==> config.mk <==
export PLATFORM = sky130hd
export DESIGN_NAME = pdw_power_down_wake_control
export DESIGN_NICKNAME = d
export VERILOG_FILES = /design/src/rtl/pdw_pkg.sv /design/src/rtl/pdw_delay_counter.sv /design/src/rtl/pdw_power_down_wake_control.sv
export VERILOG_INCLUDE_DIRS = /design/src /design/src/rtl
export SDC_FILE = /design/constraint.sdc
export NUM_CORES = 1
export LEC_CHECK = 0
export ABC_AREA = 1
export BUFFER_PORTS_ARGS = -buffer_cell sky130_fd_sc_hd__buf_2
export CORE_AREA = 4 4 91 93
export CTS_BUF_LIST = sky130_fd_sc_hd__clkbuf_8
export CTS_CLUSTER_DIAMETER = 150
export DETAILED_ROUTE_END_ITERATION = 7
export DIE_AREA = 0 0 95 97
export PLACE_DENSITY = 0.79
export SYNTH_ARGS = -nofsm -noshare
export SYNTH_HDL_FRONTEND = slang
export SYNTH_SLANG_ARGS = --single-unit
==> constraint.sdc <==
create_clock -name pclk -period 2.7 [get_ports pclk]
set_input_delay 0.135 -clock pclk [delete_from_list [all_inputs] [get_ports pclk]]
set_output_delay 0.135 -clock pclk [all_outputs]
set_load 0.02 [all_outputs]
==> src/rtl/pdw_defines.svh <==
// Register indices, field positions, reset values and delay counts
`ifndef PDW_DEFINES_SVH
`define PDW_DEFINES_SVH

`define PDW_ADDR_W       18
`define PDW_IDX_W        16
`define PDW_IDX_MISC     16'hfff1
`define PDW_IDX_INTC     16'hff94
`define PDW_IDX_CLK      16'h008f
`define PDW_IDX_STAT     16'hff80
`define PDW_IDX_MASK     16'hff81

`define PDW_MISC_PDR     7
`define PDW_MISC_LPBK    1
`define PDW_MISC_SSEL    0
`define PDW_MISC_RESET   8'h00
`define PDW_MISC_WMASK   8'h83

`define PDW_INTC_ROUTE   7
`define PDW_INTC_RTC_EN  5
`define PDW_INTC_RTC_FLG 4
`define PDW_INTC_USB_EN  3
`define PDW_INTC_USB_FLG 2
`define PDW_INTC_KP_EN   1
`define PDW_INTC_KP_FLG  0
`define PDW_INTC_RESET   8'h00
`define PDW_INTC_SPARE   6

`define PDW_CLK_HSO      7
`define PDW_CLK_KB       6
`define PDW_CLK_SC       5
`define PDW_CLK_USB      4
`define PDW_CLK_K32      3
`define PDW_CLK_RESET    8'h0a

`define PDW_STAT_PD      0
`define PDW_STAT_WAKE    1
`define PDW_STAT_W       2
`define PDW_STAT_RESET   2'h0
`define PDW_RDATA_RESET  32'h00000000
`define PDW_PINS_RESET   8'h00

`define PDW_CNT_W        10
`define PDW_CNT_ONE      10'h001
`define PDW_CNT_ZERO     10'h000
`define PDW_GRACE_CYCLES 10'd32
`define PDW_WAKE_CYCLES  10'd512

`endif

==> src/rtl/pdw_pkg.sv <==
// Types shared by the power-down and wake control block
package pdw_pkg;

  typedef enum logic [3:0] {
    PDW_RUN   = 4'h1,
    PDW_GRACE = 4'h2,
    PDW_DOWN  = 4'h4,
    PDW_WAKE  = 4'h8
  } pdw_state_e;

  typedef logic [7:0] pdw_byte_t;

endpackage

==> src/rtl/pdw_delay_counter.sv <==
// Down counter that flags expiry a fixed number of cycles after start
`timescale 1ns/10ps
`default_nettype none
`include "pdw_defines.svh"

module pdw_delay_counter (
  // Clock and reset
  input  wire logic                  pclk,
  input  wire logic                  presetn,
  // Control
  input  wire logic                  start,
  input  wire logic                  abort,
  input  wire logic [`PDW_CNT_W-1:0] limit,
  // Status
  output logic                       busy,
  output logic                       expire
);

  logic [`PDW_CNT_W-1:0] cnt_q;
  logic                  busy_q;

  assign busy   = busy_q;
  assign expire = busy_q && (cnt_q == `PDW_CNT_ZERO);

  always_ff @(posedge pclk or negedge presetn) begin
    if (!presetn) begin
      cnt_q  <= `PDW_CNT_ZERO;
      busy_q <= 1'b0;
    end else if (abort) begin
      busy_q <= 1'b0;
    end else if (start) begin
      cnt_q  <= limit - `PDW_CNT_ONE;
      busy_q <= 1'b1;
    end else if (expire) begin
      busy_q <= 1'b0;
    end else if (busy_q) begin
      cnt_q  <= cnt_q - `PDW_CNT_ONE;
    end
  end

endmodule // pdw_delay_counter

`default_nettype wire

==> src/rtl/pdw_power_down_wake_control.sv <==
// Power-down entry, wake routing and wake delay with APB registers
//
// Functional notes
// - With wake routing set, USB, RTC, keypad, smart card and user-pin interrupts go to interrupt zero instead of lines five and four.
// - A routed wake interrupt reaches interrupt zero only 513 clocks after it appears.
// - Reading the interrupt control register clears its wake routing bit.
// - Writing one to the power-down request turns off oscillator and PLL exactly 32 clocks later.
// - In power-down the RTC keeps running when it is clocked from the 32kHz oscillator.
// - During power-down the processor clock stays stopped until a wake restores the clocks.
// - While the power-down request is set, the keypad, smart card and USB clocks are off whatever their own bits say.
// - A loopback bit feeds the UART transmit path back into its receive path.
// - Bit 0 of the miscellaneous register selects the serial port pins.
// - A wake restores power and clocks, then counts 512 clocks before the interrupt is presented.
// - Power-down leaves the stored oscillator-disable bit unchanged.
`timescale 1ns/10ps
`default_nettype none
`include "pdw_defines.svh"

module pdw_power_down_wake_control (
  // APB slave
  input  wire logic                   pclk,
  input  wire logic                   presetn,
  input  wire logic                   psel,
  input  wire logic                   penable,
  input  wire logic                   pwrite,
  input  wire logic [`PDW_ADDR_W-1:0] paddr,
  input  wire logic [31:0]            pwdata,
  output logic      [31:0]            prdata,
  output logic                        pready,
  output logic                        pslverr,
  // Interrupt sources
  input  wire logic                   rtc_event,
  input  wire logic                   usb_event,
  input  wire logic                   keypad_event,
  input  wire logic                   smartcard_irq,
  input  wire logic [7:0]             user_pins,
  // Interrupt lines
  output logic                        ext_interrupt_zero,
  output logic                        ext_interrupt_four,
  output logic                        ext_interrupt_five,
  output logic                        irq,
  // Power and clock controls
  output logic                        processor_clock_en,
  output logic                        hs_osc_off,
  output logic                        pll_off,
  output logic                        analog_bias_off,
  output logic                        keypad_clk_off,
  output logic                        smartcard_clk_off,
  output logic                        usb_clk_off,
  output logic                        osc32k_off,
  output logic                        rtc_clock_run,
  // Serial port controls
  output logic                        uart_loopback,
  output logic                        serial_pin_select
);

  // Byte address of a register index
  function automatic logic [`PDW_ADDR_W-1:0] addr_of(input logic [`PDW_IDX_W-1:0] idx);
    addr_of = {idx, 2'b00};
  endfunction

  // Flag update where a hardware set beats a clear
  function automatic logic flag_next(input logic cur, input logic set, input logic clr);
    flag_next = set | (cur & ~clr);
  endfunction

  // Register byte placed on the low lane of the read bus
  function automatic logic [31:0] word_of_byte(input pdw_pkg::pdw_byte_t b);
    word_of_byte = {24'h000000, b};
  endfunction

  // Status-layout field placed on the low lane of the read bus
  function automatic logic [31:0] word_of_stat(input logic [`PDW_STAT_W-1:0] s);
    word_of_stat = {30'h00000000, s};
  endfunction

  // Register and state storage
  pdw_pkg::pdw_state_e          state_q;
  pdw_pkg::pdw_state_e          state_d;
  pdw_pkg::pdw_byte_t           misc_q;
  pdw_pkg::pdw_byte_t           intc_q;
  pdw_pkg::pdw_byte_t           intc_d;
  pdw_pkg::pdw_byte_t           clk_q;
  logic [`PDW_STAT_W-1:0]       stat_q;
  logic [`PDW_STAT_W-1:0]       stat_d;
  logic [`PDW_STAT_W-1:0]       mask_q;
  logic [31:0]                  prdata_q;
  logic [7:0]                   pins_meta_q;
  logic [7:0]                   pins_sync_q;
  logic                         wake_ready_q;

  // APB decode
  wire setup_ph   = psel && !penable;
  wire access_ph  = psel && penable;
  wire sel_misc   = paddr == addr_of(`PDW_IDX_MISC);
  wire sel_intc   = paddr == addr_of(`PDW_IDX_INTC);
  wire sel_clk    = paddr == addr_of(`PDW_IDX_CLK);
  wire sel_stat   = paddr == addr_of(`PDW_IDX_STAT);
  wire sel_mask   = paddr == addr_of(`PDW_IDX_MASK);
  wire addr_hit   = sel_misc | sel_intc | sel_clk | sel_stat | sel_mask;
  wire xfer_done  = access_ph;
  wire wr_ok      = xfer_done && pwrite && addr_hit;
  wire rd_ok      = xfer_done && !pwrite && addr_hit;
  wire wr_misc    = wr_ok && sel_misc;
  wire wr_intc    = wr_ok && sel_intc;
  wire wr_clk     = wr_ok && sel_clk;
  wire wr_mask    = wr_ok && sel_mask;
  wire rd_intc    = rd_ok && sel_intc;
  wire rd_stat    = rd_ok && sel_stat;
  wire [7:0] wbyte = pwdata[7:0];

  assign pready  = access_ph;
  assign pslverr = access_ph && !addr_hit;
  assign prdata  = prdata_q;

  // Read data mux, captured in the setup cycle
  wire [31:0] rd_mux =
    sel_misc ? word_of_byte(misc_q) :
    sel_intc ? word_of_byte(intc_q) :
    sel_clk  ? word_of_byte(clk_q) :
    sel_stat ? word_of_stat(stat_q) :
    sel_mask ? word_of_stat(mask_q) : 32'h00000000;

  // Field views
  wire pd_request   = misc_q[`PDW_MISC_PDR];
  wire route_sel    = intc_q[`PDW_INTC_ROUTE];
  wire rtc_req      = intc_q[`PDW_INTC_RTC_EN] & intc_q[`PDW_INTC_RTC_FLG];
  wire usb_req      = intc_q[`PDW_INTC_USB_EN] & intc_q[`PDW_INTC_USB_FLG];
  wire kp_req       = intc_q[`PDW_INTC_KP_EN] & intc_q[`PDW_INTC_KP_FLG];
  wire ext_interrupt_five_req     = rtc_req | usb_req | kp_req;
  wire user_req     = |pins_sync_q;
  wire any_wake_src = ext_interrupt_five_req | smartcard_irq | user_req;
  wire routed_req   = route_sel & any_wake_src;

  wire in_run   = state_q == pdw_pkg::PDW_RUN;
  wire in_grace = state_q == pdw_pkg::PDW_GRACE;
  wire in_down  = state_q == pdw_pkg::PDW_DOWN;
  wire in_wake  = state_q == pdw_pkg::PDW_WAKE;

  // Grace and wake delay counters
  wire grace_busy;
  wire grace_exp;
  wire wake_busy;
  wire wake_exp;
  wire pd_set_wr  = wr_misc && wbyte[`PDW_MISC_PDR];
  wire grace_go   = pd_set_wr && in_run;
  wire grace_stop = in_grace && !pd_request;
  wire wake_go    = routed_req && !wake_busy && !wake_ready_q;
  wire wake_stop  = !routed_req && !in_wake;

  pdw_delay_counter u_grace_cnt (
    .pclk    (pclk),
    .presetn (presetn),
    .start   (grace_go),
    .abort   (grace_stop),
    .limit   (`PDW_GRACE_CYCLES),
    .busy    (grace_busy),
    .expire  (grace_exp)
  );

  pdw_delay_counter u_wake_cnt (
    .pclk    (pclk),
    .presetn (presetn),
    .start   (wake_go),
    .abort   (wake_stop),
    .limit   (`PDW_WAKE_CYCLES),
    .busy    (wake_busy),
    .expire  (wake_exp)
  );

  // Power-down sequence
  always_comb begin
    state_d = state_q;
    case (state_q)
      pdw_pkg::PDW_RUN: begin
        if (grace_go) begin
          state_d = pdw_pkg::PDW_GRACE;
        end
      end
      pdw_pkg::PDW_GRACE: begin
        if (grace_stop) begin
          state_d = pdw_pkg::PDW_RUN;
        end else if (grace_exp) begin
          state_d = pdw_pkg::PDW_DOWN;
        end
      end
      pdw_pkg::PDW_DOWN: begin
        if (routed_req) begin
          state_d = pdw_pkg::PDW_WAKE;
        end
      end
      pdw_pkg::PDW_WAKE: begin
        if (wake_exp || wake_ready_q) begin
          state_d = pdw_pkg::PDW_RUN;
        end
      end
      default: begin
        state_d = pdw_pkg::PDW_RUN;
      end
    endcase
  end

  // Sequence events
  wire wake_entry = in_down && routed_req;
  wire pd_entry   = in_grace && !grace_stop && grace_exp;

  // Interrupt control register next value
  always_comb begin
    intc_d = intc_q;
    if (wr_intc) begin
      intc_d[`PDW_INTC_ROUTE]  = wbyte[`PDW_INTC_ROUTE];
      intc_d[`PDW_INTC_RTC_EN] = wbyte[`PDW_INTC_RTC_EN];
      intc_d[`PDW_INTC_USB_EN] = wbyte[`PDW_INTC_USB_EN];
      intc_d[`PDW_INTC_KP_EN]  = wbyte[`PDW_INTC_KP_EN];
    end
    if (rd_intc) begin
      intc_d[`PDW_INTC_ROUTE] = 1'b0;
    end
    intc_d[`PDW_INTC_RTC_FLG] = flag_next(intc_q[`PDW_INTC_RTC_FLG], rtc_event,
                                          wr_intc && !wbyte[`PDW_INTC_RTC_FLG]);
    intc_d[`PDW_INTC_USB_FLG] = flag_next(intc_q[`PDW_INTC_USB_FLG], usb_event,
                                          wr_intc && !wbyte[`PDW_INTC_USB_FLG]);
    intc_d[`PDW_INTC_KP_FLG]  = flag_next(intc_q[`PDW_INTC_KP_FLG], keypad_event,
                                          wr_intc && !wbyte[`PDW_INTC_KP_FLG]);
    intc_d[`PDW_INTC_SPARE] = 1'b0;
  end

  // Status events, cleared by reading status
  always_comb begin
    stat_d = stat_q;
    stat_d[`PDW_STAT_PD]   = flag_next(stat_q[`PDW_STAT_PD], pd_entry, rd_stat);
    stat_d[`PDW_STAT_WAKE] = flag_next(stat_q[`PDW_STAT_WAKE], wake_exp, rd_stat);
  end

  // State and status
  always_ff @(posedge pclk or negedge presetn) begin
    if (!presetn) begin
      state_q <= pdw_pkg::PDW_RUN;
      stat_q  <= `PDW_STAT_RESET;
    end else begin
      state_q <= state_d;
      stat_q  <= stat_d;
    end
  end

  // Interrupt mask
  always_ff @(posedge pclk or negedge presetn) begin
    if (!presetn) begin
      mask_q <= `PDW_STAT_RESET;
    end else if (wr_mask) begin
      mask_q <= pwdata[`PDW_STAT_W-1:0];
    end
  end

  // Miscellaneous register; the request bit drops when a wake starts
  always_ff @(posedge pclk or negedge presetn) begin
    if (!presetn) begin
      misc_q <= `PDW_MISC_RESET;
    end else if (wr_misc) begin
      misc_q <= wbyte & `PDW_MISC_WMASK;
    end else if (wake_entry) begin
      misc_q[`PDW_MISC_PDR] <= 1'b0;
    end
  end

  // Interrupt control register
  always_ff @(posedge pclk or negedge presetn) begin
    if (!presetn) begin
      intc_q <= `PDW_INTC_RESET;
    end else begin
      intc_q <= intc_d;
    end
  end

  // Clock control register, never written by power-down
  always_ff @(posedge pclk or negedge presetn) begin
    if (!presetn) begin
      clk_q <= `PDW_CLK_RESET;
    end else if (wr_clk) begin
      clk_q <= wbyte;
    end
  end

  // Read data register
  always_ff @(posedge pclk or negedge presetn) begin
    if (!presetn) begin
      prdata_q <= `PDW_RDATA_RESET;
    end else if (setup_ph) begin
      prdata_q <= rd_mux;
    end
  end

  // User pin synchroniser
  always_ff @(posedge pclk or negedge presetn) begin
    if (!presetn) begin
      pins_meta_q <= `PDW_PINS_RESET;
      pins_sync_q <= `PDW_PINS_RESET;
    end else begin
      pins_meta_q <= user_pins;
      pins_sync_q <= pins_meta_q;
    end
  end

  // Wake interrupt becomes visible after the delay
  always_ff @(posedge pclk or negedge presetn) begin
    if (!presetn) begin
      wake_ready_q <= 1'b0;
    end else if (wake_exp) begin
      wake_ready_q <= 1'b1;
    end else if (wake_stop) begin
      wake_ready_q <= 1'b0;
    end
  end

  // Unmasked pending events
  wire [`PDW_STAT_W-1:0] irq_pend = stat_q & mask_q;

  // Interrupt lines
  assign ext_interrupt_zero = route_sel ? (wake_ready_q & routed_req) : user_req;
  assign ext_interrupt_four = !route_sel & smartcard_irq;
  assign ext_interrupt_five = !route_sel & ext_interrupt_five_req;
  assign irq                = |irq_pend;

  // Power and clock controls
  assign processor_clock_en = !in_down;
  assign hs_osc_off         = clk_q[`PDW_CLK_HSO] | in_down;
  assign pll_off            = clk_q[`PDW_CLK_HSO] | in_down;
  assign analog_bias_off    = in_down;
  assign keypad_clk_off     = clk_q[`PDW_CLK_KB] | pd_request;
  assign smartcard_clk_off  = clk_q[`PDW_CLK_SC] | pd_request;
  assign usb_clk_off        = clk_q[`PDW_CLK_USB] | pd_request;
  assign osc32k_off         = clk_q[`PDW_CLK_K32];
  assign rtc_clock_run      = !in_down | !clk_q[`PDW_CLK_K32];

  // Serial port controls
  assign uart_loopback     = misc_q[`PDW_MISC_LPBK];
  assign serial_pin_select = misc_q[`PDW_MISC_SSEL];

endmodule // pdw_power_down_wake_control

`default_nettype wire

==> results of run 1 <==
-- how the worst max path moves through the flow --
stage / start / to / slack (ns)
3_3_place_gp: u_wake_cnt.cnt_q[0]$_DFFE_PN0P_ / u_wake_cnt.cnt_q[6]$_DFFE_PN0P_ / 0.58
4_1_cts: u_wake_cnt.cnt_q[0]$_DFFE_PN0P_ / u_wake_cnt.cnt_q[6]$_DFFE_PN0P_ / 0.39
5_1_grt: u_wake_cnt.cnt_q[0]$_DFFE_PN0P_ / u_wake_cnt.cnt_q[6]$_DFFE_PN0P_ / 0.17
2_1_floorplan: state_q[1]$_DFFE_PN0P_ / pll_off / 0.63
6_report: u_wake_cnt.cnt_q[0]$_DFFE_PN0P_ / u_wake_cnt.cnt_q[6]$_DFFE_PN0P_ / 0.39
3_5_place_dp: u_wake_cnt.cnt_q[0]$_DFFE_PN0P_ / u_wake_cnt.cnt_q[6]$_DFFE_PN0P_ / 0.39
-- layout by cell type (no fill, tap or decap), types with 8 or more instances in the layout --
master / instances
o21ai_0: 21
o211ai_1: 8
nand3_1: 34
dlygate4sd3_1: 12
nor2_1: 39
a21oi_1: 8
nand2_1: 100
dfrtp_1: 70
conb_1: 24
buf_2: 67
xor2_1: 10
clkbuf_8: 9
nand4_1: 15
inv_1: 72
-- cell families (layout without fill, tap and decap cells) --
kind of cell | count (synthesis) | after routing | share of synthesized area [%]
muxes | 3 | 3 | 0.8637
AOI/OAI and AO/OA | 56 | 56 | 8.510
DFF | 73 | 73 | 46.80
other | 1 | 24 | 0.09588
and+or+nand+nor | 226 | 226 | 28.22
buffers and inverters | 100 | 167 | 12.41
adders and majority gates | 2 | 2 | 0.6397
xor gates and xnor gates | 11 | 11 | 2.463
-- flip-flops by register name, summed over array words and instances (netlist names) --
signal / count
u_grace_cnt.cnt_q: 10
u_wake_cnt.cnt_q: 10
clk_q: 8
pins_meta_q: 8
pins_sync_q: 8
prdata: 8
intc_q: 7
state_q: 4
misc_q: 3
mask_q: 2
stat_q: 2
u_grace_cnt.busy: 1
u_wake_cnt.busy: 1
wake_ready_q: 1
-- layer usage --
layer | share of wire (%) | track usage [%]
met2 | 49 | 31.72
met1 | 42 | 23.45
met5 | 0 | 0
met3 | 7.5 | 2.799
met4 | 1.6 | 7.214
-- power by group through the flow --
stage | Combinational [mW] | Clock, mW | Sequential, mW
floorplan | 0.295 | 0 | 1.28
global placement | 0.378 | 0 | 1.28
detailed placement | 0.408 | 0 | 1.29
CTS | 0.419 | 0.921 | 1.27
global route | 0.482 | 0.968 | 1.29
finish | 0.417 | 0.906 | 1.27
-- synth_stat cells, types with 3 or more instances --
cell type / n / area, um2
a21oi_1: 8 / 40.04
buf_4: 25 / 187.7
dfrtp_1: 70 / 1752
dfstp_2: 3 / 78.83
inv_1: 70 / 262.8
mux2_2: 3 / 33.78
nand2_1: 100 / 375.4
nand2_2: 7 / 43.79
nand3_1: 34 / 170.2
nand4_1: 15 / 93.84
nor2_1: 39 / 146.4
nor2_2: 3 / 18.77
nor2_4: 3 / 33.78
nor3_1: 7 / 35.03
nor4_1: 3 / 18.77
o211ai_1: 8 / 60.06
o21ai_0: 21 / 105.1
o21ai_1: 6 / 30.03
o22ai_1: 3 / 18.77
o31ai_1: 3 / 22.52
or2_2: 4 / 25.02
xor2_1: 10 / 87.58
-- through the flow --
| stage | util, % | hold WS, ns | cells |
|---|---|---|---|
| after CTS | 61.04 | 0.006993 | 664 |
| final | 61.04 | 0.01501 | 664 |
| after global routing | 61.04 | 0.01689 | 664 |
| after global placement | 56.62 | 0.2432 | 636 |
| after detailed placement | 56.62 | 0.2443 | 636 |
| after floorplan | - | -0.1606 | 495 |
-- critical path: cells and delay by family (launching register included) --
family                   cells  cell delay, ns
buffers and inverters        3            0.30
adder cells (fa/ha/maj)      1            0.16
flip-flops                   1            0.42
AND/OR/NAND/NOR              9            1.29
-- area by class of cell --
cell class	count	area, um2	share of cell area [%]
flip-flops and latches	73	1831	39.84
multi-input cells	322	1682	36.60
repair buffers	80	475.5	10.35
inverters	71	266.5	5.801
well taps	102	127.6	2.778
clock buffers	9	123.9	2.696
clock inverters	7	88.84	1.934
-- what timing repair did --
| action | CTS | global route |
|---|---|---|
| resized for setup | 0 | 0 |
| endpoints found under the setup margin | 0 | 0 |
| hold endpoints to repair | 44 | 0 |
| hold buffers | 12 | 0 |
==> metrics.md, run 1 <==
| Metric | Value |
|---|---|
| FMAX | `0.4328 GHz` |
| Register area share after synthesis | `46.80%` |
| Max incr delay on CP | `0.42 ns` |
| Slowest-stage cell, CP | `dfrtp_1` |
| Area grow syn2layout | `17.47%` |
| Clk Latency, worst-skew pair | `0.35 ns` |
| Total Nets Final | `roughly 630` |
| Final Max Slew Viols | `0` |
| Synth warnings | `0` |
| 1st-iter DRT viols | `163` |
| Period utilisation layout | `85.58%` |
| DP Worst Slack | `0.3948 ns` |
| GRT Total Usage | `18.61%` |
| I/O Buffers | `67` |
| Clock root buffer master | `clkbuf_8` |
| Crit path required time | `2.93 ns` |
| Leakage | `2.471 nW` |
| Status | `finished, final reports clean` |
| Antenna viol nets, final | `0` |
| Hold Path Origin | `usb_event` |
| # diodes | `0` |
| Clk sinks | `73` |
| Largest net degree at the start of global routing | `39` |
| Die height | `about 97 um` |
| Initial antenna violation count | `0` |
| Core ar. | `0.007527 mm2` |
| Starting Density | `approximately half` |
| Die ar. | `0.009215 mm2` |
| Critical path class | `reg -> reg` |
| Reg-to-reg endpoint | `u_wake_cnt.cnt_q[6]$_DFFE_PN0P_` |
| Die Wd | `95 um` |
| Ys async rst share | `100.0%` |
| Synth Flop Type | `dfrtp_1` |
| Internal Power | `1.853 mW` |
| DR DRC count | `0` |
| Seq pwr share | `49.1%` |
| Synth Area per Inst | `around 8.3 um2` |
| CTS tree | `built` |
| CTS max path bufs | `2` |
| Period minus WS final | `2.311 ns` |
| Switch Pwr | `0.7448 mW` |
| Net Sw Frac | `28.67%` |
| Worst reg2reg startpoint | `u_wake_cnt.cnt_q[0]$_DFFE_PN0P_` |
| Fraction of layout instances using a drive strength above 1 | `20.46%` |
| Gp weighted congestion | `roughly 0.88` |
| Fill cell count | `between 600 and 700` |
| Worst-path clk slew | `0.08 ns` |
| Synth cell types | `43` |
| Final setup viols | `0` |
| WHS Endpoint | `intc_q[2]$_DFF_PN0_` |
| EDFF count, synth | `0` |
| Cell area after synthesis | `0.003911 mm2` |
| Placed Area | `0.004262 mm2` |
| Slew @ Worst Pin | `0.8398 ns` |
| Clock Skew | `0.01370 ns` |
| Worst Hold Class | `in -> reg` |
| H-tree depth | `3` |
| Maxcap violations | `0` |
| Cells after Synth | `472` |
| Worst R2R Path Depth | `13` |
| Vias | `3288` |
| GRT overflow | `0` |
| Synthesized flop and latch total | `73` |
| CP endpoint kind | `flop` |
| I/O Pins | `116` |
| Gate power share | `between 15 and 20%` |
| Drt wl/cell | `~13 um` |
| Vias in the first global route | `3071` |
| RSZ-0062 raised after global routing | `no` |
| Final worst slack | `approximately 0.39 ns` |
| First-pass GRT wire length | `roughly 14000 um` |
| Final Instance Area | `0.004594 mm2` |
| Tot Pwr | `~2.6 mW` |
| Total Wirelength | `8382 um` |
| Slew headroom | `44.01%` |
| Reg-to-reg slack, setup | `slightly below 0.4 ns` |
| WP data arrival | `2.54 ns` |
| Max Fanout on Critical Path | `7` |
| Setup TNS | `0 ns` |
| Post-DR vias/cell | `4.952` |
| Detailed Place HPWL | `6345 um` |
| DRT Pass-1 Iters | `4` |
| WHS Path Cells | `2` |
| TritonCTS Buffers | `9` |
| Clk pwr share | `34.9%` |
| Max VDD drop | `about 0.60 mV` |
| Rows | `32` |
| Power Dens Cells | `565.5 mW/mm2` |
| Critical path startpoint category | `flop` |
| Final hold vios | `0` |
| Post-CTS setup buffer count | `0` |
| CP cell instances | `inv_1, ha_1, inv_1, nor2_1, nand3_1, nor3_2, nand4_1, nand3_2, nand2_2, inv_2, nor2_1, nand2_1, nand3_1` |
(Power assumes the default switching activity.)
==> inputs of run 2 (changes only) <==
--- a/config.mk
+++ b/config.mk
@@ -13,6 +13,7 @@
 export CTS_CLUSTER_DIAMETER = 150
 export DETAILED_ROUTE_END_ITERATION = 7
 export DIE_AREA = 0 0 95 97
+export GPL_ROUTABILITY_DRIVEN = 0
 export PLACE_DENSITY = 0.79
 export SYNTH_ARGS = -nofsm -noshare
 export SYNTH_HDL_FRONTEND = slang
==> constraint.sdc (replaced) <==
create_clock -name pclk -period 2.7 [get_ports pclk]
set_input_delay 0.27 -clock pclk [delete_from_list [all_inputs] [get_ports pclk]]
set_output_delay 0.27 -clock pclk [all_outputs]
set_load 0.02 [all_outputs]
==> run 2 against run 1 <==
  * Sequential power hardly changed
  * Global-route usage is 0.49 points lower
  * Non-clock buffer count is 11 lower
  * Power is 1.1% lower
  * Maximum frequency is 2.6% higher
  * Sequential share of layout area is 0.98 points higher
  * Combinational power is 6.0% lower
  * Wire length is 4.1% lower
  * First-iteration DRC count is 1.8% lower
  * Flip-flop and latch count stayed put
  * Highest routed layer unchanged
==> metrics.md, run 2 (synthesized netlist as in run 1, its figures left out) <==
| Metric | Value |
|---|---|
| Critical path class | `reg -> reg` |
| Worst-path clk slew | `0.08 ns` |
| Fraction of layout instances using a drive strength above 1 | `20.87%` |
| 1st-iter DRT viols | `160` |
| Max incr delay on CP | `between 0.4 and 0.5 ns` |
| Drt wl/cell | `12.31 um` |
| Power Dens Cells | `roughly 570 mW/mm2` |
| Metal2 WL | `3859 um` |
| Critical path startpoint category | `flop` |
| Metal3 WL | `562 um` |
| Antenna viol nets, final | `0` |
| Die height | `around 97 um` |
| H-tree depth | `3` |
| DRT met1 WL | `3443 um` |
| Core ar. | `0.007527 mm2` |
| Total Wirelength | `approximately 8000 um` |
| CTS max path bufs | `2` |
| Vias | `3288` |
| WHS Path Cells | `1` |
| I/O Pins | `116` |
| Leakage | `about 2.4 nW` |
| Post-DR vias/cell | `5.035` |
| Hold Path Origin | `user_pins[4]` |
| Worst R2R Path Depth | `13` |
| Top routing layer used | `met4` |
| Die ar. | `0.009215 mm2` |
| WP data arrival | `2.48 ns` |
| Cts repair resizes | `0` |
| Top flop regs | `u_grace_cnt.cnt_q (10), u_wake_cnt.cnt_q (10)` |
| Slew headroom | `43.18%` |
| First-pass GRT wire length | `13290 um` |
| Slew @ Worst Pin | `0.8522 ns` |
| WHS Endpoint | `pins_meta_q[4]$_DFF_PN0_` |
| Clk sinks | `73` |
| Crit path required time | `roughly 2.9 ns` |
| Largest net degree at the start of global routing | `39` |
| GRT overflow | `0` |
| Slowest-stage cell, CP | `dfrtp_1` |
| Final setup viols | `0` |
| GRT Total Usage | `18.12%` |
| Vias in the first global route | `3082` |
| Reg-to-reg slack, setup | `0.45 ns` |
| # diodes | `0` |
| Rows | `32` |
| Reg-to-reg endpoint | `u_wake_cnt.cnt_q[6]$_DFFE_PN0P_` |
| Max VDD drop | `0.5168 mV` |
| Period minus WS final | `2.251 ns` |
| Post-Layout Cell Count | `~650` |
| Max Fanout on Critical Path | `7` |
| Final Max Slew Viols | `0` |
| CP cell instances | `inv_1, ha_1, inv_1, nor2_1, nand3_1, nor3_2, nand4_1, nand3_2, nand2_2, inv_2, nor2_1, nand2_1, nand3_1` |
| Dpl cells | `636` |
| Most frequent cells in the layout | `nand2_1, inv_1, dfrtp_1, buf_2, nor2_1` |
| Period utilisation layout | `83.38%` |
| Most common cell after layout, fill and taps aside | `nand2_1` |
| CP endpoint kind | `flop` |
| Maxcap violations | `0` |
| Clock Skew | `0.01273 ns` |
| TritonCTS Buffers | `9` |
| Area grow syn2layout | `14.65%` |
| DR DRC count | `0` |
| Beginning of the critical path | `u_wake_cnt.cnt_q[0]$_DFFE_PN0P_` |
| Setup TNS | `0 ns` |
| Detailed Place HPWL | `6248 um` |
| Status | `finished, final reports clean` |
| Clock root buffer master | `clkbuf_8` |
| Total Nets Final | `615` |
| Initial antenna violation count | `0` |
| Starting Density | `51.96%` |
| DRT Pass-1 Iters | `4` |
| Worst Hold Class | `in -> reg` |
| I/O Buffers | `67` |
| Die Wd | `95 um` |
| Clk Latency, worst-skew pair | `0.35 ns` |
| Final hold vios | `0` |
| RSZ-0062 raised after global routing | `no` |
| Worst reg2reg startpoint | `u_wake_cnt.cnt_q[0]$_DFFE_PN0P_` |
| FMAX | `0.4442 GHz` |
| CTS tree | `built` |
run 2: cell types whose count changed in the layout (fill, tap and decap cells not counted), sizes merged:
cell / change
dlygate4sd3: -11
run 2: how the worst max path moves through the flow:
stage | end | cells after the start | slack [ns]
floorplan | pll_off | 6 | 0.49
global placement | u_wake_cnt.cnt_q[6]$_DFFE_PN0P_ | 13 | 0.57
detailed placement | u_wake_cnt.cnt_q[6]$_DFFE_PN0P_ | 13 | 0.47
CTS | u_wake_cnt.cnt_q[6]$_DFFE_PN0P_ | 13 | 0.45
global route | u_wake_cnt.cnt_q[6]$_DFFE_PN0P_ | 13 | 0.20
finish | u_wake_cnt.cnt_q[6]$_DFFE_PN0P_ | 13 | 0.45
run 2: cell type report:
type	count	area [um2]
sequential	73	1831
clock inverter	7	88.84
timing repair buffer	69	365.4
multi-input combinational	322	1682
fill	667	3043
tap	102	127.6
clock buffer	9	123.9
inverter	71	266.5
run 2: where the power goes:
group	total, mW	internal [mW]	switching [mW]
Combinational	0.392	0.140	0.252
Sequential	1.27	1.19	0.0808
Clock	0.908	0.513	0.394
Total	2.57	1.84	0.728
run 2: routing by layer:
metal | track usage [%] | up-vias
li1 | - | 1633
met1 | 22.47 | 1537
met2 | 30.04 | 103
met3 | 4.277 | 15
met4 | 7.325 | 0
met5 | 0 | -
run 2: metrics by stage:
step	hold WS, ns	total power [mW]	worst slack (ns)	instance area [um2]	utilization (%)
3_5_place_dp	0.3347	1.682	0.4730	4262	56.62
4_1_cts	0.003930	2.594	0.4489	4474	59.44
6_report	0.01896	2.569	0.4486	4484	59.57
3_3_place_gp	0.3342	1.663	0.5685	4262	56.62
5_1_grt	0.002298	2.720	0.2036	4484	59.57
2_1_floorplan	-0.02559	1.571	0.4943	3998	-
run 2: critical path, delay by kind of cell (launching register included):
family        cells  cell delay [ns]
fa+ha+maj         1             0.15
simple gates      9             1.29
buf+inv           3             0.30
flops             1             0.41
run 2: what timing repair did:
item / 4_1_cts / 5_1_grt
hold buffers: 0 / 1
endpoints found under the hold margin: 0 / 1
setup endpoints to repair: 0 / 0
setup buffers: 0 / 0
==> inputs of run 3 (changes only) <==
--- a/config.mk
+++ b/config.mk
@@ -6,15 +6,15 @@
 export SDC_FILE = /design/constraint.sdc
 export NUM_CORES = 1
 export LEC_CHECK = 0
-export ABC_AREA = 1
+export ABC_AREA = 0
 export BUFFER_PORTS_ARGS = -buffer_cell sky130_fd_sc_hd__buf_2
-export CORE_AREA = 4 4 91 93
+export CORE_AREA = 4 4 94 96
 export CTS_BUF_LIST = sky130_fd_sc_hd__clkbuf_8
 export CTS_CLUSTER_DIAMETER = 150
 export DETAILED_ROUTE_END_ITERATION = 7
-export DIE_AREA = 0 0 95 97
+export DIE_AREA = 0 0 98 100
 export GPL_ROUTABILITY_DRIVEN = 0
-export PLACE_DENSITY = 0.79
+export PLACE_DENSITY = 0.75
 export SYNTH_ARGS = -nofsm -noshare
 export SYNTH_HDL_FRONTEND = slang
 export SYNTH_SLANG_ARGS = --single-unit
==> constraint.sdc (replaced) <==
create_clock -name pclk -period 1.9 [get_ports pclk]
set_input_delay 0.19 -clock pclk [delete_from_list [all_inputs] [get_ports pclk]]
set_output_delay 0.19 -clock pclk [all_outputs]
set_load 0.02 [all_outputs]
==> run 3 against run 2 <==
  * The run now ends with negative setup slack left
  * Sequential share of layout area down 4.7 points
  * Clock skew decreased by 0.0059 ns
  * Combinational power increased to 2.6 times the previous value
  * Largest cell class is now multi-input gates
==> metrics.md, run 3 <==
| Metric | Value |
|---|---|
| Status | `finished, violations left` |
| Violated checks | `negative setup slack` |
| Post-DR vias/cell | `5.482` |
| Rows | `33` |
| Fill cell count | `627` |
| Cells after Synth | `352` |
| Synth area leaders | `dfrtp_1, buf_4, mux2_4` |
| WP data arrival | `roughly 2.3 ns` |
| Final hold vios | `0` |
| Synth top area share | `46.65%` |
| Beginning of the critical path | `u_grace_cnt.cnt_q[1]$_DFFE_PN0P_` |
| Max Fanout on Critical Path | `5` |
| Cell area after synthesis | `0.003755 mm2` |
| Total Wirelength | `9852 um` |
| DRT Pass-1 Iters | `5` |
| First-pass GRT wire length | `between 15000 and 20000 um` |
| Synthesized flop and latch total | `73` |
| Starting Density | `46.64%` |
| Final design utilization | `between 60% and 70%` |
| Die height | `about 100 um` |
| EDFF count, synth | `0` |
| Final Max Slew Viols | `0` |
| CP endpoint kind | `flop` |
| Total Nets Final | `554` |
| Clk Latency, worst-skew pair | `between 0.3 and 0.4 ns` |
| Period minus WS final | `2.016 ns` |
| Leakage | `2.449 nW` |
| GRT overflow | `0` |
| Ys async rst share | `100.0%` |
| Drt wl/cell | `16.56 um` |
| H-tree depth | `3` |
| Synth Area per Inst | `10.67 um2` |
| Period utilisation layout | `106.1%` |
| Worst Hold Class | `in -> reg` |
| Die Wd | `98 um` |
| Worst-path clk slew | `0.08 ns` |
| Reg-to-reg slack, setup | `-0.12 ns` |
| GRT Total Usage | `19.15%` |
| Most numerous cell in the Yosys netlist | `dfrtp_1` |
| Die ar. | `0.009800 mm2` |
| Reg-to-reg endpoint | `u_grace_cnt.cnt_q[8]$_DFFE_PN0P_` |
| Register area share after synthesis | `48.75%` |
| RSZ-0062 raised after global routing | `yes` |
| Slew @ Worst Pin | `0.7537 ns` |
| Vias in the first global route | `3224` |
| Largest net degree at the start of global routing | `74` |
| Slew headroom | `49.64%` |
| Final worst slack | `-0.1163 ns` |
| I/O Buffers | `67` |
| CTS max path bufs | `2` |
| Critical path class | `reg -> reg` |
| Hold WS | `0.04841 ns` |
| Worst reg2reg startpoint | `u_grace_cnt.cnt_q[1]$_DFFE_PN0P_` |
| Synth Flop Type | `dfrtp_1` |
| Maxcap violations | `0` |
| Critical path startpoint category | `flop` |
| Crit path required time | `2.17 ns` |
| Synth warnings | `0` |
| Power Dens Cells | `819.1 mW/mm2` |
| Final setup viols | `11` |
| CTS tree | `built` |
| Worst R2R Path Depth | `7` |
| Synth cell types | `56` |
| End of the critical path | `u_grace_cnt.cnt_q[8]$_DFFE_PN0P_` |
| Antenna viol nets, final | `0` |
| Synth cell count leaders | `dfrtp_1, buf_4, nor2_1` |
| TritonCTS Buffers | `9` |
| # diodes | `0` |
| Top flop regs | `u_grace_cnt.cnt_q (10), u_wake_cnt.cnt_q (10)` |
| Detailed Place HPWL | `about 6500 um` |
| Most common cell after layout, fill and taps aside | `dfrtp_1` |
| Initial antenna violation count | `0` |
| Leading area contributor after synthesis | `dfrtp_1` |
| DR DRC count | `0` |
| Tot Pwr | `4.156 mW` |
| Clock Skew | `0.006841 ns` |
| Core ar. | `0.008051 mm2` |
| Area of the multi-input gates | `0.001933 mm2` |
| Most frequent cells in the layout | `dfrtp_1, buf_2, buf_4, conb_1, nor2_1` |
| Area grow syn2layout | `35.12%` |
| FMAX | `0.4960 GHz` |
| Clk sinks | `73` |
| Fraction of layout instances using a drive strength above 1 | `between 40% and 50%` |
| Register Area | `0.001831 mm2` |
| Max VDD drop | `0.6369 mV` |
| 1st-iter DRT viols | `between 200 and 250` |
| Clock root buffer master | `clkbuf_8` |
| Dpl cells | `561` |
| I/O Pins | `116` |
| Post-Layout Cell Count | `595` |
| DP Worst Slack | `-0.1331 ns` |
| Vias | `3262` |
run 3: area by class of cell:
cell class	instances	share of cell area [%]
well taps	105	2.589
multi-input cells	254	38.10
inverters	13	0.9618
flip-flops and latches	73	36.08
repair buffers	134	17.95
clock buffers	9	2.441
clock inverters	7	1.874
run 3: how the worst min path moves through the flow:
stage | slack (ns) | cells after the start | endpoint | start
finish | 0.05 | 2 | intc_q[4]$_DFF_PN0_ | rtc_event
global route | 0.04 | 2 | intc_q[4]$_DFF_PN0_ | rtc_event
CTS | 0.04 | 2 | intc_q[2]$_DFF_PN0_ | usb_event
detailed placement | 0.24 | 2 | clk_q[6]$_DFFE_PN0P_ | presetn
global placement | 0.24 | 2 | prdata[6]$_DFFE_PN0P_ | presetn
floorplan | -0.11 | 0 | clk_q[0]$_DFFE_PN0P_ | presetn
run 3: where the power goes:
part           internal [mW]  switching (mW)
sequential              1.70           0.114
clock                  0.739           0.596
combinational          0.494           0.515
total                   2.93            1.23
run 3: logic make-up (layout without fill, tap and decap cells):
logic type | after synthesis | count (layout) | share of synthesized area, %
flops | 73 | 73 | 48.75
simple gates | 125 | 125 | 20.06
mux | 29 | 29 | 9.131
compound gates | 73 | 74 | 13.60
fa+ha+maj | 2 | 2 | 0.6663
buf+inv | 49 | 163 | 7.698
other cells | 1 | 24 | 0.09987
run 3: repair_timing:
action	CTS	global route
resized for setup	13	37
endpoints found under the setup margin	17	28
setup buffers	1	8
pin swaps	8	16
cloned	0	1
hold buffers	9	0
endpoints found under the hold margin	78	0
run 3: critical path, stage by stage, from the launching register on:
cell	delay (ns)
dfrtp_1	0.39
inv_2	0.09
ha_4	0.13
or4b_4	0.54
nor2_4	0.13
nand2_2	0.06
or4b_1	0.46
mux2i_1	0.13
run 3: per-stage QoR:
stage	TNS, ns	area, um2
2_1_floorplan	-0.1149	3859
6_report	-0.5806	5074
3_3_place_gp	-0.9003	4486
5_1_grt	-2.278	5074
3_5_place_dp	-0.6694	4486
4_1_cts	-0.7931	4860
run 3: per-layer routing:
metal | wire length, um | GRT usage, % | vias up
met5 | 0 | 0 | -
met4 | 155 | 6.709 | 0
met3 | 663 | 3.405 | 17
met2 | 4996 | 32.41 | 123
met1 | 4036 | 24.88 | 1597
li1 | - | - | 1525
